===== config.mk =====
export PLATFORM = sky130hd
export DESIGN_NAME = deac_ctrl
export DESIGN_NICKNAME = d
export VERILOG_FILES = /design/src/deac_pkg.sv /design/src/deac_store.sv /design/src/deac_ctrl.sv
export SDC_FILE = /design/constraint.sdc
export NUM_CORES = 1
export LEC_CHECK = 0
export ABC_CLOCK_PERIOD_IN_PS = 6600
export BUFFER_PORTS_ARGS = -buffer_cell sky130_fd_sc_hd__buf_2
export CAP_MARGIN = 5
export CORE_ASPECT_RATIO = 0.6
export CORE_MARGIN = 2
export CORE_UTILIZATION = 60
export CTS_CLUSTER_DIAMETER = 150
export CTS_CLUSTER_SIZE = 25
export DETAILED_ROUTE_END_ITERATION = 10
export PLACE_DENSITY_LB_ADDON = 0.25
export SETUP_SLACK_MARGIN = 0.1
export SYNTH_ARGS = -nofsm -noshare
export SYNTH_HDL_FRONTEND = slang
export SYNTH_SLANG_ARGS = --single-unit

===== constraint.sdc =====
create_clock -name ref_clk -period 6.6 [get_ports ref_clk]
set_input_delay 1.32 -clock ref_clk [delete_from_list [all_inputs] [get_ports ref_clk]]
set_output_delay 1.32 -clock ref_clk [all_outputs]
set_load 0.05 [all_outputs]

===== src/deac_pkg.sv =====
// Purpose: Shared constants and types for the data EEPROM access control block.
// Assumes: 8-bit special-function-register bus, 10 MHz system clock.
// Notes:   All SFR addresses live in one flat 8-bit space, bank 0 unless stated.
package deac_pkg;

	// Storage geometry
	localparam int unsigned NVM_DEPTH        = 64;
	localparam int unsigned NVM_AW           = 6;
	localparam int unsigned NVM_DW           = 8;

	// SFR addresses
	localparam logic [7:0]  ADDR_IND_PORT    = 8'h02;
	localparam logic [7:0]  ADDR_POINTER_ONE = 8'h03;
	localparam logic [7:0]  ADDR_BANK_SELECT = 8'h04;
	localparam logic [7:0]  ADDR_INTC        = 8'h0B;
	localparam logic [7:0]  ADDR_BYTE_INDEX  = 8'h1E;
	localparam logic [7:0]  ADDR_BYTE_BUFFER = 8'h1F;

	// Control register location behind the indirect port
	localparam logic [7:0]  CTRL_POINTER     = 8'h40;
	localparam logic [7:0]  CTRL_BANK        = 8'h01;

	// Control register fields
	localparam int unsigned CTL_FETCH_TRIG   = 0;
	localparam int unsigned CTL_FETCH_PERMIT = 1;
	localparam int unsigned CTL_WRITE_TRIG   = 2;
	localparam int unsigned CTL_PROG_PERMIT  = 3;

	// Interrupt control register fields
	localparam int unsigned INTC_GLOBAL_EN   = 0;
	localparam int unsigned INTC_MF_EN       = 1;
	localparam int unsigned INTC_NVM_EN      = 2;
	localparam int unsigned INTC_MF_FLAG     = 3;
	localparam int unsigned INTC_NVM_FLAG    = 4;

	// Timing
	localparam int unsigned CLK_PERIOD_NS    = 100;
	localparam int unsigned WRITE_TIME_US    = 200;
	localparam int unsigned WRITE_CYCLES_DEF = (WRITE_TIME_US * 1000 + CLK_PERIOD_NS - 1) / CLK_PERIOD_NS;
	localparam int unsigned READ_CYCLES      = 2;
	localparam int unsigned CNT_W            = 16;

	typedef enum logic [1:0] {
		PH_IDLE  = 2'h0,
		PH_READ  = 2'h1,
		PH_WRITE = 2'h2
	} deac_phase_t;

	typedef struct packed {
		logic [7:0] addr;
		logic [7:0] wdata;
		logic       we;
		logic       re;
	} deac_sfr_req_t;

	typedef struct packed {
		logic [NVM_AW-1:0] byte_index;
		logic [NVM_DW-1:0] byte_buffer;
		logic [7:0]        bank_select;
		logic [7:0]        pointer_one;
		logic              program_permit;
		logic              write_trig;
		logic              fetch_permit;
		logic              fetch_trig;
		logic              permit_fresh;
		deac_phase_t       phase;
		logic [CNT_W-1:0]  count;
		logic [NVM_AW-1:0] op_addr;
		logic [NVM_DW-1:0] op_data;
		logic              global_en;
		logic              mf_en;
		logic              nvm_irq_enable;
		logic              mf_flag;
		logic              nvm_irq_flag;
		logic [7:0]        rdata;
		logic              vec_req;
	} deac_state_t;

	localparam deac_state_t DEAC_STATE_RESET = '0;

endpackage


===== src/deac_store.sv =====
// Purpose: Byte array holding the non-volatile data contents.
// Assumes: Single write port, asynchronous read port.
// Notes:   No reset, contents persist like the real array.
module deac_store
	import deac_pkg::*;
#(
	parameter int unsigned DEPTH = NVM_DEPTH,
	parameter int unsigned AW    = NVM_AW,
	parameter int unsigned DW    = NVM_DW
) (
	input  wire logic          ref_clk,
	input  wire logic          ce,
	input  wire logic          wr_en,
	input  wire logic [AW-1:0] wr_addr,
	input  wire logic [DW-1:0] wr_data,
	input  wire logic [AW-1:0] rd_addr,
	output logic      [DW-1:0] rd_data
);

	logic [DW-1:0] mem [DEPTH];

	always_ff @(posedge ref_clk) begin
		if (ce && wr_en) begin
			mem[wr_addr] <= wr_data;
		end
	end

	assign rd_data = mem[rd_addr];

endmodule


===== src/deac_ctrl.sv =====
// Purpose: Data EEPROM access control: registers, protection, cycles, interrupt.
// Assumes: CPU SFR bus on ref_clk, one access per cycle, int_ack from the CPU.
// Notes:   Control register reachable only through the indirect port.
//
// Overview of operation
// RULE1: Reset clears program permit so no write can start.
// RULE2: Reset puts bank select at zero, hiding the control register.
// RULE3: End of any read or write cycle raises the memory request.
// RULE4: Memory interrupt needs its own and the shared enable set.
// RULE5: Write end sets both memory flag and shared flag.
// RULE6: Vector request needs global, memory, shared enables and stack room.
// RULE7: Service clears only the shared flag; software clears the memory flag.
// RULE8: Write trigger counts only in the write right after setting permit.
// RULE9: Software keeps program permit low when not writing.
// RULE10: Software keeps bank select at zero in normal running.
// RULE11: Control register only via pointer 40h, indirect port, bank 01h.
// RULE12: Read: set fetch permit, then trigger bit 0, poll until cleared.
// RULE13: Write: load index and data, permit bit 3, trigger bit 2, poll.
// RULE14: Software clears whole control register then bank select after access.
// RULE15: Software may read back written data to verify it.
// RULE16: Byte index has six bits; upper two read as zero.
// RULE17: Trigger ignored unless its permit is already set; cleared at cycle end.
// RULE18: Buffer keeps read byte until another read or write.
// RULE19: Setting both triggers together is refused.
// RULE20: Write cycle timed by a counter; trigger stays set until expiry.
// RULE21: Read cycle completes a fixed few clocks after acceptance.
module deac_ctrl
	import deac_pkg::*;
#(
	parameter int unsigned WRITE_CYCLES = WRITE_CYCLES_DEF
) (
	input  wire logic          ref_clk,
	input  wire logic          resetn,
	input  wire logic          ce,
	input  wire deac_sfr_req_t sfr_req,
	input  wire logic          stack_full,
	input  wire logic          int_ack,
	output logic [7:0]         sfr_rdata,
	output logic               vector_req
);

	localparam logic [CNT_W-1:0] WRITE_LOAD = CNT_W'(WRITE_CYCLES - 1);
	localparam logic [CNT_W-1:0] READ_LOAD  = CNT_W'(READ_CYCLES - 1);
	localparam int               READ_MAX   = 8;

	deac_state_t       st;
	deac_state_t       next_st;
	logic              ctl_sel;
	logic              ctl_wr;
	logic              buf_wr;
	logic              intc_wr;
	logic              start_fetch;
	logic              start_write;
	logic              store_we;
	logic [NVM_DW-1:0] store_rd_data;
	logic [7:0]        rd_mux;

	function automatic logic sfr_hit(input logic [7:0] addr, input logic [7:0] target);
		sfr_hit = (addr == target);
	endfunction

	function automatic logic [7:0] ctl_image(input deac_state_t s);
		ctl_image = 8'h00;
		ctl_image[CTL_FETCH_TRIG]   = s.fetch_trig;
		ctl_image[CTL_FETCH_PERMIT] = s.fetch_permit;
		ctl_image[CTL_WRITE_TRIG]   = s.write_trig;
		ctl_image[CTL_PROG_PERMIT]  = s.program_permit;
	endfunction

	function automatic logic [7:0] intc_image(input deac_state_t s);
		intc_image = 8'h00;
		intc_image[INTC_GLOBAL_EN] = s.global_en;
		intc_image[INTC_MF_EN]     = s.mf_en;
		intc_image[INTC_NVM_EN]    = s.nvm_irq_enable;
		intc_image[INTC_MF_FLAG]   = s.mf_flag;
		intc_image[INTC_NVM_FLAG]  = s.nvm_irq_flag;
	endfunction

	deac_store #(
		.DEPTH (NVM_DEPTH),
		.AW    (NVM_AW),
		.DW    (NVM_DW)
	) u_store (
		.ref_clk (ref_clk),
		.ce      (ce),
		.wr_en   (store_we),
		.wr_addr (st.op_addr),
		.wr_data (st.op_data),
		.rd_addr (st.op_addr),
		.rd_data (store_rd_data)
	);

	// Access decode
	assign ctl_sel = (st.bank_select == CTRL_BANK) && (st.pointer_one == CTRL_POINTER); // RULE11
	assign ctl_wr  = sfr_req.we && sfr_hit(sfr_req.addr, ADDR_IND_PORT) && ctl_sel; // RULE11
	assign buf_wr  = sfr_req.we && sfr_hit(sfr_req.addr, ADDR_BYTE_BUFFER);
	assign intc_wr = sfr_req.we && sfr_hit(sfr_req.addr, ADDR_INTC);

	// Trigger acceptance
	assign start_fetch = ctl_wr && sfr_req.wdata[CTL_FETCH_TRIG] && !sfr_req.wdata[CTL_WRITE_TRIG]
		&& st.fetch_permit && (st.phase == PH_IDLE); // RULE17 RULE19 RULE12
	assign start_write = ctl_wr && sfr_req.wdata[CTL_WRITE_TRIG] && !sfr_req.wdata[CTL_FETCH_TRIG]
		&& st.program_permit && st.permit_fresh && (st.phase == PH_IDLE); // RULE8 RULE17 RULE19 RULE13

	assign store_we = (st.phase == PH_WRITE) && (st.count == '0);

	// Read multiplexer
	always_comb begin
		rd_mux = 8'h00;
		if (sfr_hit(sfr_req.addr, ADDR_BYTE_INDEX)) begin
			rd_mux = {2'h0, st.byte_index}; // RULE16
		end else if (sfr_hit(sfr_req.addr, ADDR_BYTE_BUFFER)) begin
			rd_mux = st.byte_buffer;
		end else if (sfr_hit(sfr_req.addr, ADDR_BANK_SELECT)) begin
			rd_mux = st.bank_select;
		end else if (sfr_hit(sfr_req.addr, ADDR_POINTER_ONE)) begin
			rd_mux = st.pointer_one;
		end else if (sfr_hit(sfr_req.addr, ADDR_INTC)) begin
			rd_mux = intc_image(st);
		end else if (sfr_hit(sfr_req.addr, ADDR_IND_PORT) && ctl_sel) begin
			rd_mux = ctl_image(st); // RULE12 RULE13
		end
	end

	always_comb begin
		next_st = st;
		// Software side
		if (sfr_req.we) begin
			next_st.permit_fresh = 1'b0; // RULE8
			if (sfr_hit(sfr_req.addr, ADDR_BYTE_INDEX)) begin
				next_st.byte_index = sfr_req.wdata[NVM_AW-1:0]; // RULE16
			end
			if (buf_wr) begin
				next_st.byte_buffer = sfr_req.wdata;
			end
			if (sfr_hit(sfr_req.addr, ADDR_BANK_SELECT)) begin
				next_st.bank_select = sfr_req.wdata;
			end
			if (sfr_hit(sfr_req.addr, ADDR_POINTER_ONE)) begin
				next_st.pointer_one = sfr_req.wdata;
			end
			if (intc_wr) begin
				next_st.global_en      = sfr_req.wdata[INTC_GLOBAL_EN];
				next_st.mf_en          = sfr_req.wdata[INTC_MF_EN];
				next_st.nvm_irq_enable = sfr_req.wdata[INTC_NVM_EN];
				next_st.mf_flag        = sfr_req.wdata[INTC_MF_FLAG];
				next_st.nvm_irq_flag   = sfr_req.wdata[INTC_NVM_FLAG]; // RULE7
			end
			if (ctl_wr) begin
				next_st.program_permit = sfr_req.wdata[CTL_PROG_PERMIT]; // RULE14
				next_st.fetch_permit   = sfr_req.wdata[CTL_FETCH_PERMIT]; // RULE14
				next_st.permit_fresh   = sfr_req.wdata[CTL_PROG_PERMIT] && !st.program_permit; // RULE8
			end
		end
		if (sfr_req.re) begin
			next_st.rdata = rd_mux;
		end
		// Service clears only the shared flag
		if (int_ack) begin
			next_st.mf_flag = 1'b0; // RULE7
		end
		// Cycle sequencing; hardware sets win over clears above
		unique case (st.phase)
			PH_IDLE: begin
				if (start_fetch) begin
					next_st.phase      = PH_READ;
					next_st.fetch_trig = 1'b1; // RULE12
					next_st.count      = READ_LOAD; // RULE21
					next_st.op_addr    = st.byte_index;
				end else if (start_write) begin
					next_st.phase      = PH_WRITE;
					next_st.write_trig = 1'b1; // RULE13
					next_st.count      = WRITE_LOAD; // RULE20
					next_st.op_addr    = st.byte_index;
					next_st.op_data    = buf_wr ? sfr_req.wdata : st.byte_buffer;
				end
			end
			PH_READ: begin
				if (st.count == '0) begin
					next_st.phase        = PH_IDLE;
					next_st.fetch_trig   = 1'b0; // RULE17
					next_st.byte_buffer  = store_rd_data; // RULE18
					next_st.nvm_irq_flag = 1'b1; // RULE3
					next_st.mf_flag      = 1'b1; // RULE3
				end else begin
					next_st.count = st.count - 1'b1; // RULE21
				end
			end
			PH_WRITE: begin
				if (st.count == '0) begin
					next_st.phase        = PH_IDLE;
					next_st.write_trig   = 1'b0; // RULE17 RULE20
					next_st.nvm_irq_flag = 1'b1; // RULE3 RULE5
					next_st.mf_flag      = 1'b1; // RULE5
				end else begin
					next_st.count = st.count - 1'b1; // RULE20
				end
			end
			default: begin
				next_st.phase      = PH_IDLE;
				next_st.fetch_trig = 1'b0;
				next_st.write_trig = 1'b0;
			end
		endcase
		// Vector request gating
		next_st.vec_req = st.global_en && st.mf_en && st.nvm_irq_enable
			&& st.mf_flag && !stack_full; // RULE4 RULE6
	end

	always_ff @(posedge ref_clk or negedge resetn) begin
		if (!resetn) begin
			st <= DEAC_STATE_RESET; // RULE1 RULE2
		end else if (ce) begin
			st <= next_st;
		end
	end

	assign sfr_rdata  = st.rdata;
	assign vector_req = st.vec_req;
endmodule


======== Yosys cells after proc, flatten, opt, wreduce, memory -nomap -nowiden ========
Memory sizes are Yosys's and may differ from the RTL's.
Index checks and enable logic that the tools add are counted.
operators by class
  add/subtract/negate cells ............... 1
  multiply operators ...................... 0
  divide/modulo/power cells ............... 0
  order comparisons ....................... 0
  equality and inequality tests ........... 18
  shift operators ......................... 0
  multiplexer cells ....................... 33
  bitwise gates (word level) .............. 3
  reductions and logical operators ........ 44
operator list
  kind                   number
  $mux 8                 9
  $mux 32                1
  $pmux 16 s2            1
  $mux 25                1
  $mux 24                1
  $logic_and 1x1->1      22
  $reduce_and 3->1       7
  $eq 8x2->1 const B     2
  $eq 8x5->1 const B     2
  $logic_not 16->1       1
  $mux 16                1
  $sub 16x1->16 const B  1
  $reduce_and 4->1       3
  $mux 2                 5
  $ne 2x2->1 const B     5
  $mux 1                 9
  $eq 8x1->1 const B     1
  $eq 8x3->1 const B     1
  $eq 8x4->1 const B     1
  $eq 8x7->1 const B     1
  $pmux 1 s3             2
  $mux 5                 1
  $reduce_and 5->1       1
  $logic_not 1->1        4
  other kinds (11)       16
storage, ports and cells
  register bits after elaboration ......... 81
  latch bits .............................. 0
  memory bits (writable) .................. 512
  memory bits (read-only) ................. 0
  bits of input ports ..................... 23
  output and inout port bits .............. 9
  logic and storage cells ................. 120
  memories kept ........................... 1
memories
  memory       depth  width  read ports  clocked after Yosys merged registers in  write ports  RTL line          source
  u_store.mem  64     8      1           0                                        1            deac_store.sv:20  logic [DW-1:0] mem [DEPTH];

======== Longest topological paths before layout ========
Gate-level depths: netlist of the first run.
  depth in word-level cells ............... 11
  depth in mapped cells ................... 11
  gate-level depth less buffers ........... 8

======== Modules after synthesis ========
Synthesis of the first run repeated with hierarchy kept, for this count alone.
second synthesis, totals
  cell total of the unflattened synthesis .. 1306
  area, all modules ....................... 24402.2 sq um
by module, submodules not included
  module      times used  cells each  area each (sq um)
  deac_store  1           898         19920.4
  deac_ctrl   1           408         4481.8

======== Least setup slack after synthesis of the first run ========
No wires, ideal clock.
  path kind ............................... input port to flip-flop
  start ................................... input sfr_req[17] in the netlist's numbering
  end ..................................... register st[32] in the netlist's numbering
  setup time .............................. 126 ps
  arrival ................................. 2780 ps
  slack ................................... 3694 ps
  stages on the path ...................... 7
  path through ............................ nor3_4 -> nand4_2 -> o31ai_4 -> nand2_1 -> buf_2 -> o21a_1 -> a311o_1
on the way
  cells in the longest elaborated chain, start to end .. 10
  elaborated cells between the ends (all ways) .. 16
  those cells by class .................... eq/ne: 2; mux: 2; reduce/logical: 12
ends and longest elaborated chain
  item                                RTL line          source
  from (decl)                         deac_ctrl.sv:35   input wire deac_sfr_req_t sfr_req,
  $eq 8x2->1 (*)                      deac_ctrl.sv:59   sfr_hit = (addr == target);
  $logic_and 1x1->1 (*) (2 in a row)  deac_ctrl.sv:95   assign ctl_wr = sfr_req.we && sfr_hit(sfr_req.addr, ADDR_IND_PORT) && ctl_sel;
  $logic_and 1x1->1 (2 in a row)      deac_ctrl.sv:102  assign start_write = ctl_wr && sfr_req.wdata[CTL_WRITE_TRIG] && !sfr_req.wdata[CTL_FETCH_TRIG]
  $logic_and 1x1->1 (3 in a row)      deac_ctrl.sv:103  && st.program_permit && st.permit_fresh && (st.phase == PH_IDLE);
  $ne 3x3->1 (no line)                --
  $reduce_and 4->1 (no line)          --
  to (signal assigned)                deac_ctrl.sv:214  st <= next_st;
  to (decl)                           deac_ctrl.sv:46   deac_state_t st;
Every way passes the cells marked *; elsewhere a longest branch is shown, timed or not.
A chain may end at the register's enable or synchronous reset.

======== Final worst setup path of the first run ========
  start ................................... register st[22] in the netlist's numbering
  end ..................................... register st[69] in the netlist's numbering
on the way
  cells in the longest elaborated chain, start to end .. 3
ends and longest elaborated chain
  item          RTL line          source
  $mem_v2 64x8  --
  $mux 8        deac_ctrl.sv:179  if (st.count == '0) begin
  $mux 8        deac_ctrl.sv:163  unique case (st.phase)
Every way passes these cells.

==> out/qor.yml, run 1 <==
critical_path:
  cp-start-kind: "register"
  cpMaxStageDelayCell: "dfrtp_4"
  cp.arrival_ps: 4820
  cp_cell_sequence: "buf_4 -> nor2b_1 -> buf_6 -> a221o_1 -> a222oi_1 -> o22ai_1 -> nor4_1 -> a21oi_1"
  path_buf_inv: 2
  end_kind: "register"
  slowest_delay_ps: 930
  critPathTopFamily: "simple AND/OR/NAND/NOR gates"
  critPathRequiredTime_ps: 7070
  criticalPathCategory: "register to register"
  cp_max_fo: 54
global_routing:
  track_usage: 0.304
  grt_pass1_vias: 13900
  grt.overflow.total: 0
  grt_pass1_wl_um: 94600
  grt_max_degree: 76
  antenna_found_initial: 2
die:
  io_pins: 32
  dieArea_um2: 42600
  start_util: 0.607
  rows: 57
  die_h_um: 161
  core_area_um2: 40400
  die-width_um: 265
clock_network:
  cts_buffer_depth: 3
  htreeDepth: 1
  cts_buffers: 27
  cts_hold_buf: 0
  insertion_delay_ps: 610
  cts-root-buf: "clkbuf_16"
  tritoncts: "yes"
  cts.sinks: 593
  post_cts_buffers: 0
  cts_resized: 0
  cts.reportedPaths.clkPinSlew_ps: 110
sta:
  finalSetupViolations: 0
  holdWs_ps: 492
  finalCriticalPeriod_ps: 4350
  fin_crit_sh: 0.659
  relSlewSlack: 0.179
  finalSetupTns_ps: 0
  worst_pin_slew_ps: 1230
  skew_ps: 18.9
  drv_slew: 0
  final_hold_viol_count: 0
  rsz0062_at_grt: "false"
  max_freq_mhz: 230
power_and_ir_drop:
  peakVddDrop_mv: 0.209
  p_per_area_nw_per_um2: 232
  p_leak_nw: 9.27
  power_mw: 6.01
synth:
  yosysSeqAreaShare: 0.708
  async_flop_share: 0.137
  synth_cell_type_count: 83
  ys_ff_latch: 593
  ys_warn_count: 0
  synth.most_common_cell: "edfxtp_1"
  synth-main-ff-cell: "edfxtp_1"
  syn_area_um2: 24600
  synth_top_area_cell: "edfxtp_1"
  synth_top_area_share: 0.626
  synth_commonest_cells: "512 x edfxtp_1, 103 x nor2_1, 84 x mux2i_1, 81 x dfrtp_1, 71 x mux2_2"
  synth_edf_count: 512
  synth.avg_cell_area_um2: 16.0
  synth_cells: 1540
  synth.top_cells.by_area: "edfxtp_1 63%, dfrtp_1 8.3%, mux4_2 4.1%"
  synth_nets: 1567
min_path:
  min_path_type: "register to register"
placed_design:
  gp_congestion: 0.984
  detailed_place_hpwl_um: 42000
  portBuffers: 31
  dpl_cell_area_um2: 25100
cells_and_area:
  multi_input_area_um2: 6540
  final_nets: 1556
  area_delta_synth_final_pct: 5.21
  final_core_util: 0.639
  finalInstanceArea_um2: 25800
  register_area_um2: 17400
  fillCellCount: 2786
  drive_gt1_frac: 0.161
drt:
  ant_nets: 0
  first_pass_iters: 7
  dr.first_iter.drc_count: 2594
  routed_wl_um: 64800
  viasPerCell: 7.20
  vias: 15000
  post-route-drc-count: 0
  avgRoutedWirePerCell_um: 31.1
status:
  status: "complete, no violations"
job:
  drv_cap: 0
## area by class of cell
class / instances / share of cell area
clock buffers: 48 / 0.0292
diodes: 1 / 0.0000968
repair buffers: 56 / 0.0140
well taps: 531 / 0.0257
inverters: 21 / 0.00305
flip-flops and latches: 593 / 0.674
clock inverters: 2 / 0.000678
multi-input cells: 830 / 0.253
## cell families (layout without fill, tap and decap cells)
| group | count (synthesis) | count (layout) | synth area share |
|---|---|---|---|
| muxes | 202 | 202 | 0.109 |
| AOI/OAI and AO/OA | 307 | 307 | 0.0873 |
| and+or+nand+nor | 317 | 317 | 0.0678 |
| adders and majority gates | 4 | 4 | 0.00204 |
| DFF | 593 | 593 | 0.708 |
| other | 0 | 1 | 0 |
| buffers and inverters | 117 | 127 | 0.0254 |
## layer usage
layer | GRT usage | wire length [um] | vias up
met4 | 0.0565 | 1360 | 0
met3 | 0.107 | 10400 | 121
met1 | 0.494 | 27200 | 7616
li1 | - | - | 6074
met5 | 0 | 0 | -
met2 | 0.396 | 25900 | 1172
## worst register-to-register path: stages (launching register included)
cell and delay (ps):
dfrtp_4 930, buf_4 740, nor2b_1 530, buf_6 280, a221o_1 360, a222oi_1 310
o22ai_1 280, nor4_1 640, a21oi_1 150
## placed cells by master, fill, tap and decap left out, drive strengths merged, types with 8 or more instances in the layout
master,n
a221oi,26
o22ai,20
o31ai,11
clkbuf,48
buf,56
nand3b,8
edfxtp,512
mux4,45
nor2b,9
nand3,37
a32oi,14
mux2i,84
and3,12
nand2,74
a211oi,9
mux2,73
and2,9
a31oi,11
a21oi,61
dfrtp,81
nor4,9
o21ai,56
inv,23
nor2,104
a22oi,43
a221o,8
nor3,12
## where the power goes
| group | switching, mW | total (mW) | internal, mW | leakage (nW) |
|---|---|---|---|---|
| registers | 0.0102 | 4.03 | 4.02 | 6.74 |
| logic | 0.0410 | 0.0583 | 0.0174 | 2.16 |
| clock network | 1.13 | 1.92 | 0.788 | 0.367 |
## stage by stage
step,worst slack [ps],std cells
floorplan,3690,1540
global placement,2630,2030
detailed placement,2550,2031
CTS,2530,2081
global route,2290,2081
finish,2250,2082
## final timing paths
check,start,endpoint,slack (ps),cells after the start
worst max-delay path,st[22],st[69],2250,8
worst min-delay path,sfr_rdata[4],sfr_rdata[4],490,2
worst max register to register,st[22],st[69],2250,8
worst min register to register,sfr_rdata[4],sfr_rdata[4],490,2
max in group asynchronous,resetn,st[24],4810,2
min in group asynchronous,resetn,sfr_rdata[4],600,1
## state kept, by name, indices dropped and copies added (netlist names)
| name | flops |
|---|---|
| sfr_rdata | 8 |
| vector_req | 1 |
| u_store.mem | 512 |
| st | 72 |
Note: power is estimated with default switching activity, not from simulation.
==> inputs of run 2 (changes only) <==
ABC_CLOCK_PERIOD_IN_PS = 4000   (was 6600)
CORE_UTILIZATION = 57   (was 60)
clock period = 4 ns   (was 6.6 ns; I/O delays follow)
==> out/qor.yml, run 2 (synthesis gave the netlist of run 1 again) <==
cells_and_area:
  drive_gt1_frac: 0.199  # +0.0378
  mostFrequentLayoutCell: "edfxtp_1"
  top_register: "u_store.mem"
  final_core_util: 0.628  # -0.0113
  area_delta_synth_final_pct: 7.76
  largest_reg_flops: 512  # unchanged
  fillCellCount: 2989  # +7.3%
  antenna_cells: 0  # -1
  final_nets: 1628  # +4.6%
  most-common-layout-cells: "512 x edfxtp_1, 103 x nor2_1, 94 x buf_4"
clock_network:
  cts.reportedPaths.clkPinSlew_ps: 110  # about the same
  tritoncts: "yes"
  cts.sinks: 593  # unchanged
  cts_buffer_depth: 3  # unchanged
  cts_buffers: 27  # unchanged
  insertion_delay_ps: 620  # about the same
  cts-root-buf: "clkbuf_16"
  htreeDepth: 1  # unchanged
global_routing:
  antenna_found_initial: 2  # unchanged
  grt_pass1_vias: 13900  # +0.37%
  grt_max_degree: 58  # -24%
  track_usage: 0.309  # +0.00507
  grt_pass1_wl_um: 99000  # +4.7%
  grt.overflow.total: 0  # unchanged
sta:
  holdWs_ps: 270  # -223 ps
  worst_pin_slew_ps: 1300  # +74.8 ps
  skew_ps: 32.0  # +13.1 ps
  rsz0062_at_grt: "false"
  finalCriticalPeriod_ps: 3740  # -614 ps
  relSlewSlack: 0.129  # -0.0500
  max_freq_mhz: 268  # +16%
  fin_crit_sh: 0.934  # +0.275
  fin_ws_ps: 262  # -1990 ps
  final_hold_viol_count: 0  # unchanged
  drv_slew: 0  # unchanged
  finalSetupTns_ps: 0  # unchanged
  finalSetupViolations: 0  # unchanged
critical_path:
  path_buf_inv: 1  # -1
  cp_cell_sequence: "buf_4 -> nor2b_1 -> o2bb2ai_1 -> a211oi_1 -> o22ai_1 -> nor4_1 -> o21ai_1"
  r2r-start: "st[24]"
  reg2regPathDepth: 7  # -1
  rrSetupSlack_ps: 260  # -1990 ps
  critPathTopFamily: "compound AO/OA/AOI/OAI gates"
  crit_start: "st[24]"
  crit_cells: 7  # -1
  cp.arrival_ps: 4200  # -620 ps
  r2r-end: "st[67]"
  crit_path_end: "st[67]"
  cpMaxStageDelayCell: "dfrtp_4"
  critPathRequiredTime_ps: 4470  # -2600 ps
  cp_max_fo: 46  # -15%
  slowest_delay_ps: 980  # +50 ps
  end_kind: "register"
  criticalPathCategory: "register to register"
  cp-start-kind: "register"
power_and_ir_drop:
  peakVddDrop_mv: 0.357  # +71%
  comb_power_share: 0.010  # about the same
  p_per_area_nw_per_um2: 375  # +61%
  p_leak_nw: 9.67  # +4.3%
  power_mw: 9.92  # +65%
  power.switching_mw: 1.96  # +66%
  switching_share: 0.197  # +0.000903
  clkPwrFrac: 0.320  # about the same
  intPower_mw: 7.96  # +65%
  seqPwrFrac: 0.670  # about the same
die:
  start_util: 0.583  # -0.0249
  die_h_um: 165  # +2.5%
  core_area_um2: 42200  # +4.3%
  io_pins: 32  # unchanged
  die-width_um: 272  # +2.6%
  rows: 58  # +1.8%
  dieArea_um2: 44800  # +5.2%
placed_design:
  detailed_place_hpwl_um: 46200  # +10%
  pre_cts_ws_ps: 475  # -2080 ps
  gp_congestion: 0.996  # +1.3%
  portBuffers: 31  # unchanged
status:
  status: "complete, no violations"
drt:
  first_pass_iters: 8  # +1
  routed_wl_um: 68800  # +6.2%
  dr.first_iter.drc_count: 2892  # +11%
  viasPerCell: 6.93  # -3.8%
  vias: 15200  # +1.3%
  post-route-drc-count: 0  # unchanged
  avgRoutedWirePerCell_um: 31.4  # +0.83%
  ant_nets: 0  # unchanged
job:
  drv_cap: 0  # unchanged
min_path:
  min_path_type: "input pin to async pin"
[run 2: power by group through the flow]
| stage | clock [mW] | sequential (mW) | combinational [mW] |
|---|---|---|---|
| after detailed placement | 0 | 6.79 | 0.0950 |
| final | 3.17 | 6.65 | 0.0969 |
| after CTS | 3.18 | 6.65 | 0.0951 |
| after global routing | 3.38 | 6.65 | 0.105 |
| after floorplan | 0 | 6.78 | 0.0414 |
| after global placement | 0 | 6.79 | 0.0925 |
[run 2: final cells by class]
type,count,area [um2],share of cell area
Clock buffer,48,754,0.0285
Clock inverter,2,17.5,0.000662
Inverter,21,78.8,0.00298
Multi-Input combinational cell,830,6550,0.247
Sequential cell,593,17400,0.658
Tap cell,570,713,0.0269
Timing Repair Buffer,128,936,0.0354
[run 2: timing repair]
item | 4_1_cts | 5_1_grt
gates resized for setup | 0 | 1
hold endpoints to repair | 0 | 0
setup endpoints to repair | 0 | 1
setup buffers | 0 | 0
hold buffers | 0 | 0
[run 2: worst register-to-register path, delay by kind of cell, from the launching register on]
kind | cells | cell delay [ps]
buffers and inverters | 1 | 450
AO/OA/AOI/OAI | 4 | 1160
AND/OR/NAND/NOR | 2 | 1010
flip-flops | 1 | 980
[run 2: layer usage]
metal | wire [um] | GRT usage | up-vias
met5 | 26 | 0 | -
met4 | 1310 | 0.0549 | 4
met3 | 11400 | 0.116 | 104
met2 | 27100 | 0.400 | 1230
met1 | 28900 | 0.495 | 7634
li1 | - | - | 6210
[run 2: worst min path at each step]
| stage | from | endpoint |
|---|---|---|
| floorplan | st[46] | st[46] |
| global placement | vector_req | vector_req |
| detailed placement | st[46] | st[46] |
| CTS | resetn | st[46] |
| global route | resetn | st[52] |
| finish | resetn | st[51] |
[run 2: metrics by stage]
step                      area (um2)  std cells
after floorplan                24600       1540
after global placement         25700       2142
after detailed placement       25700       2142
after CTS                      26500       2192
after global routing           26500       2192
final                          26500       2192
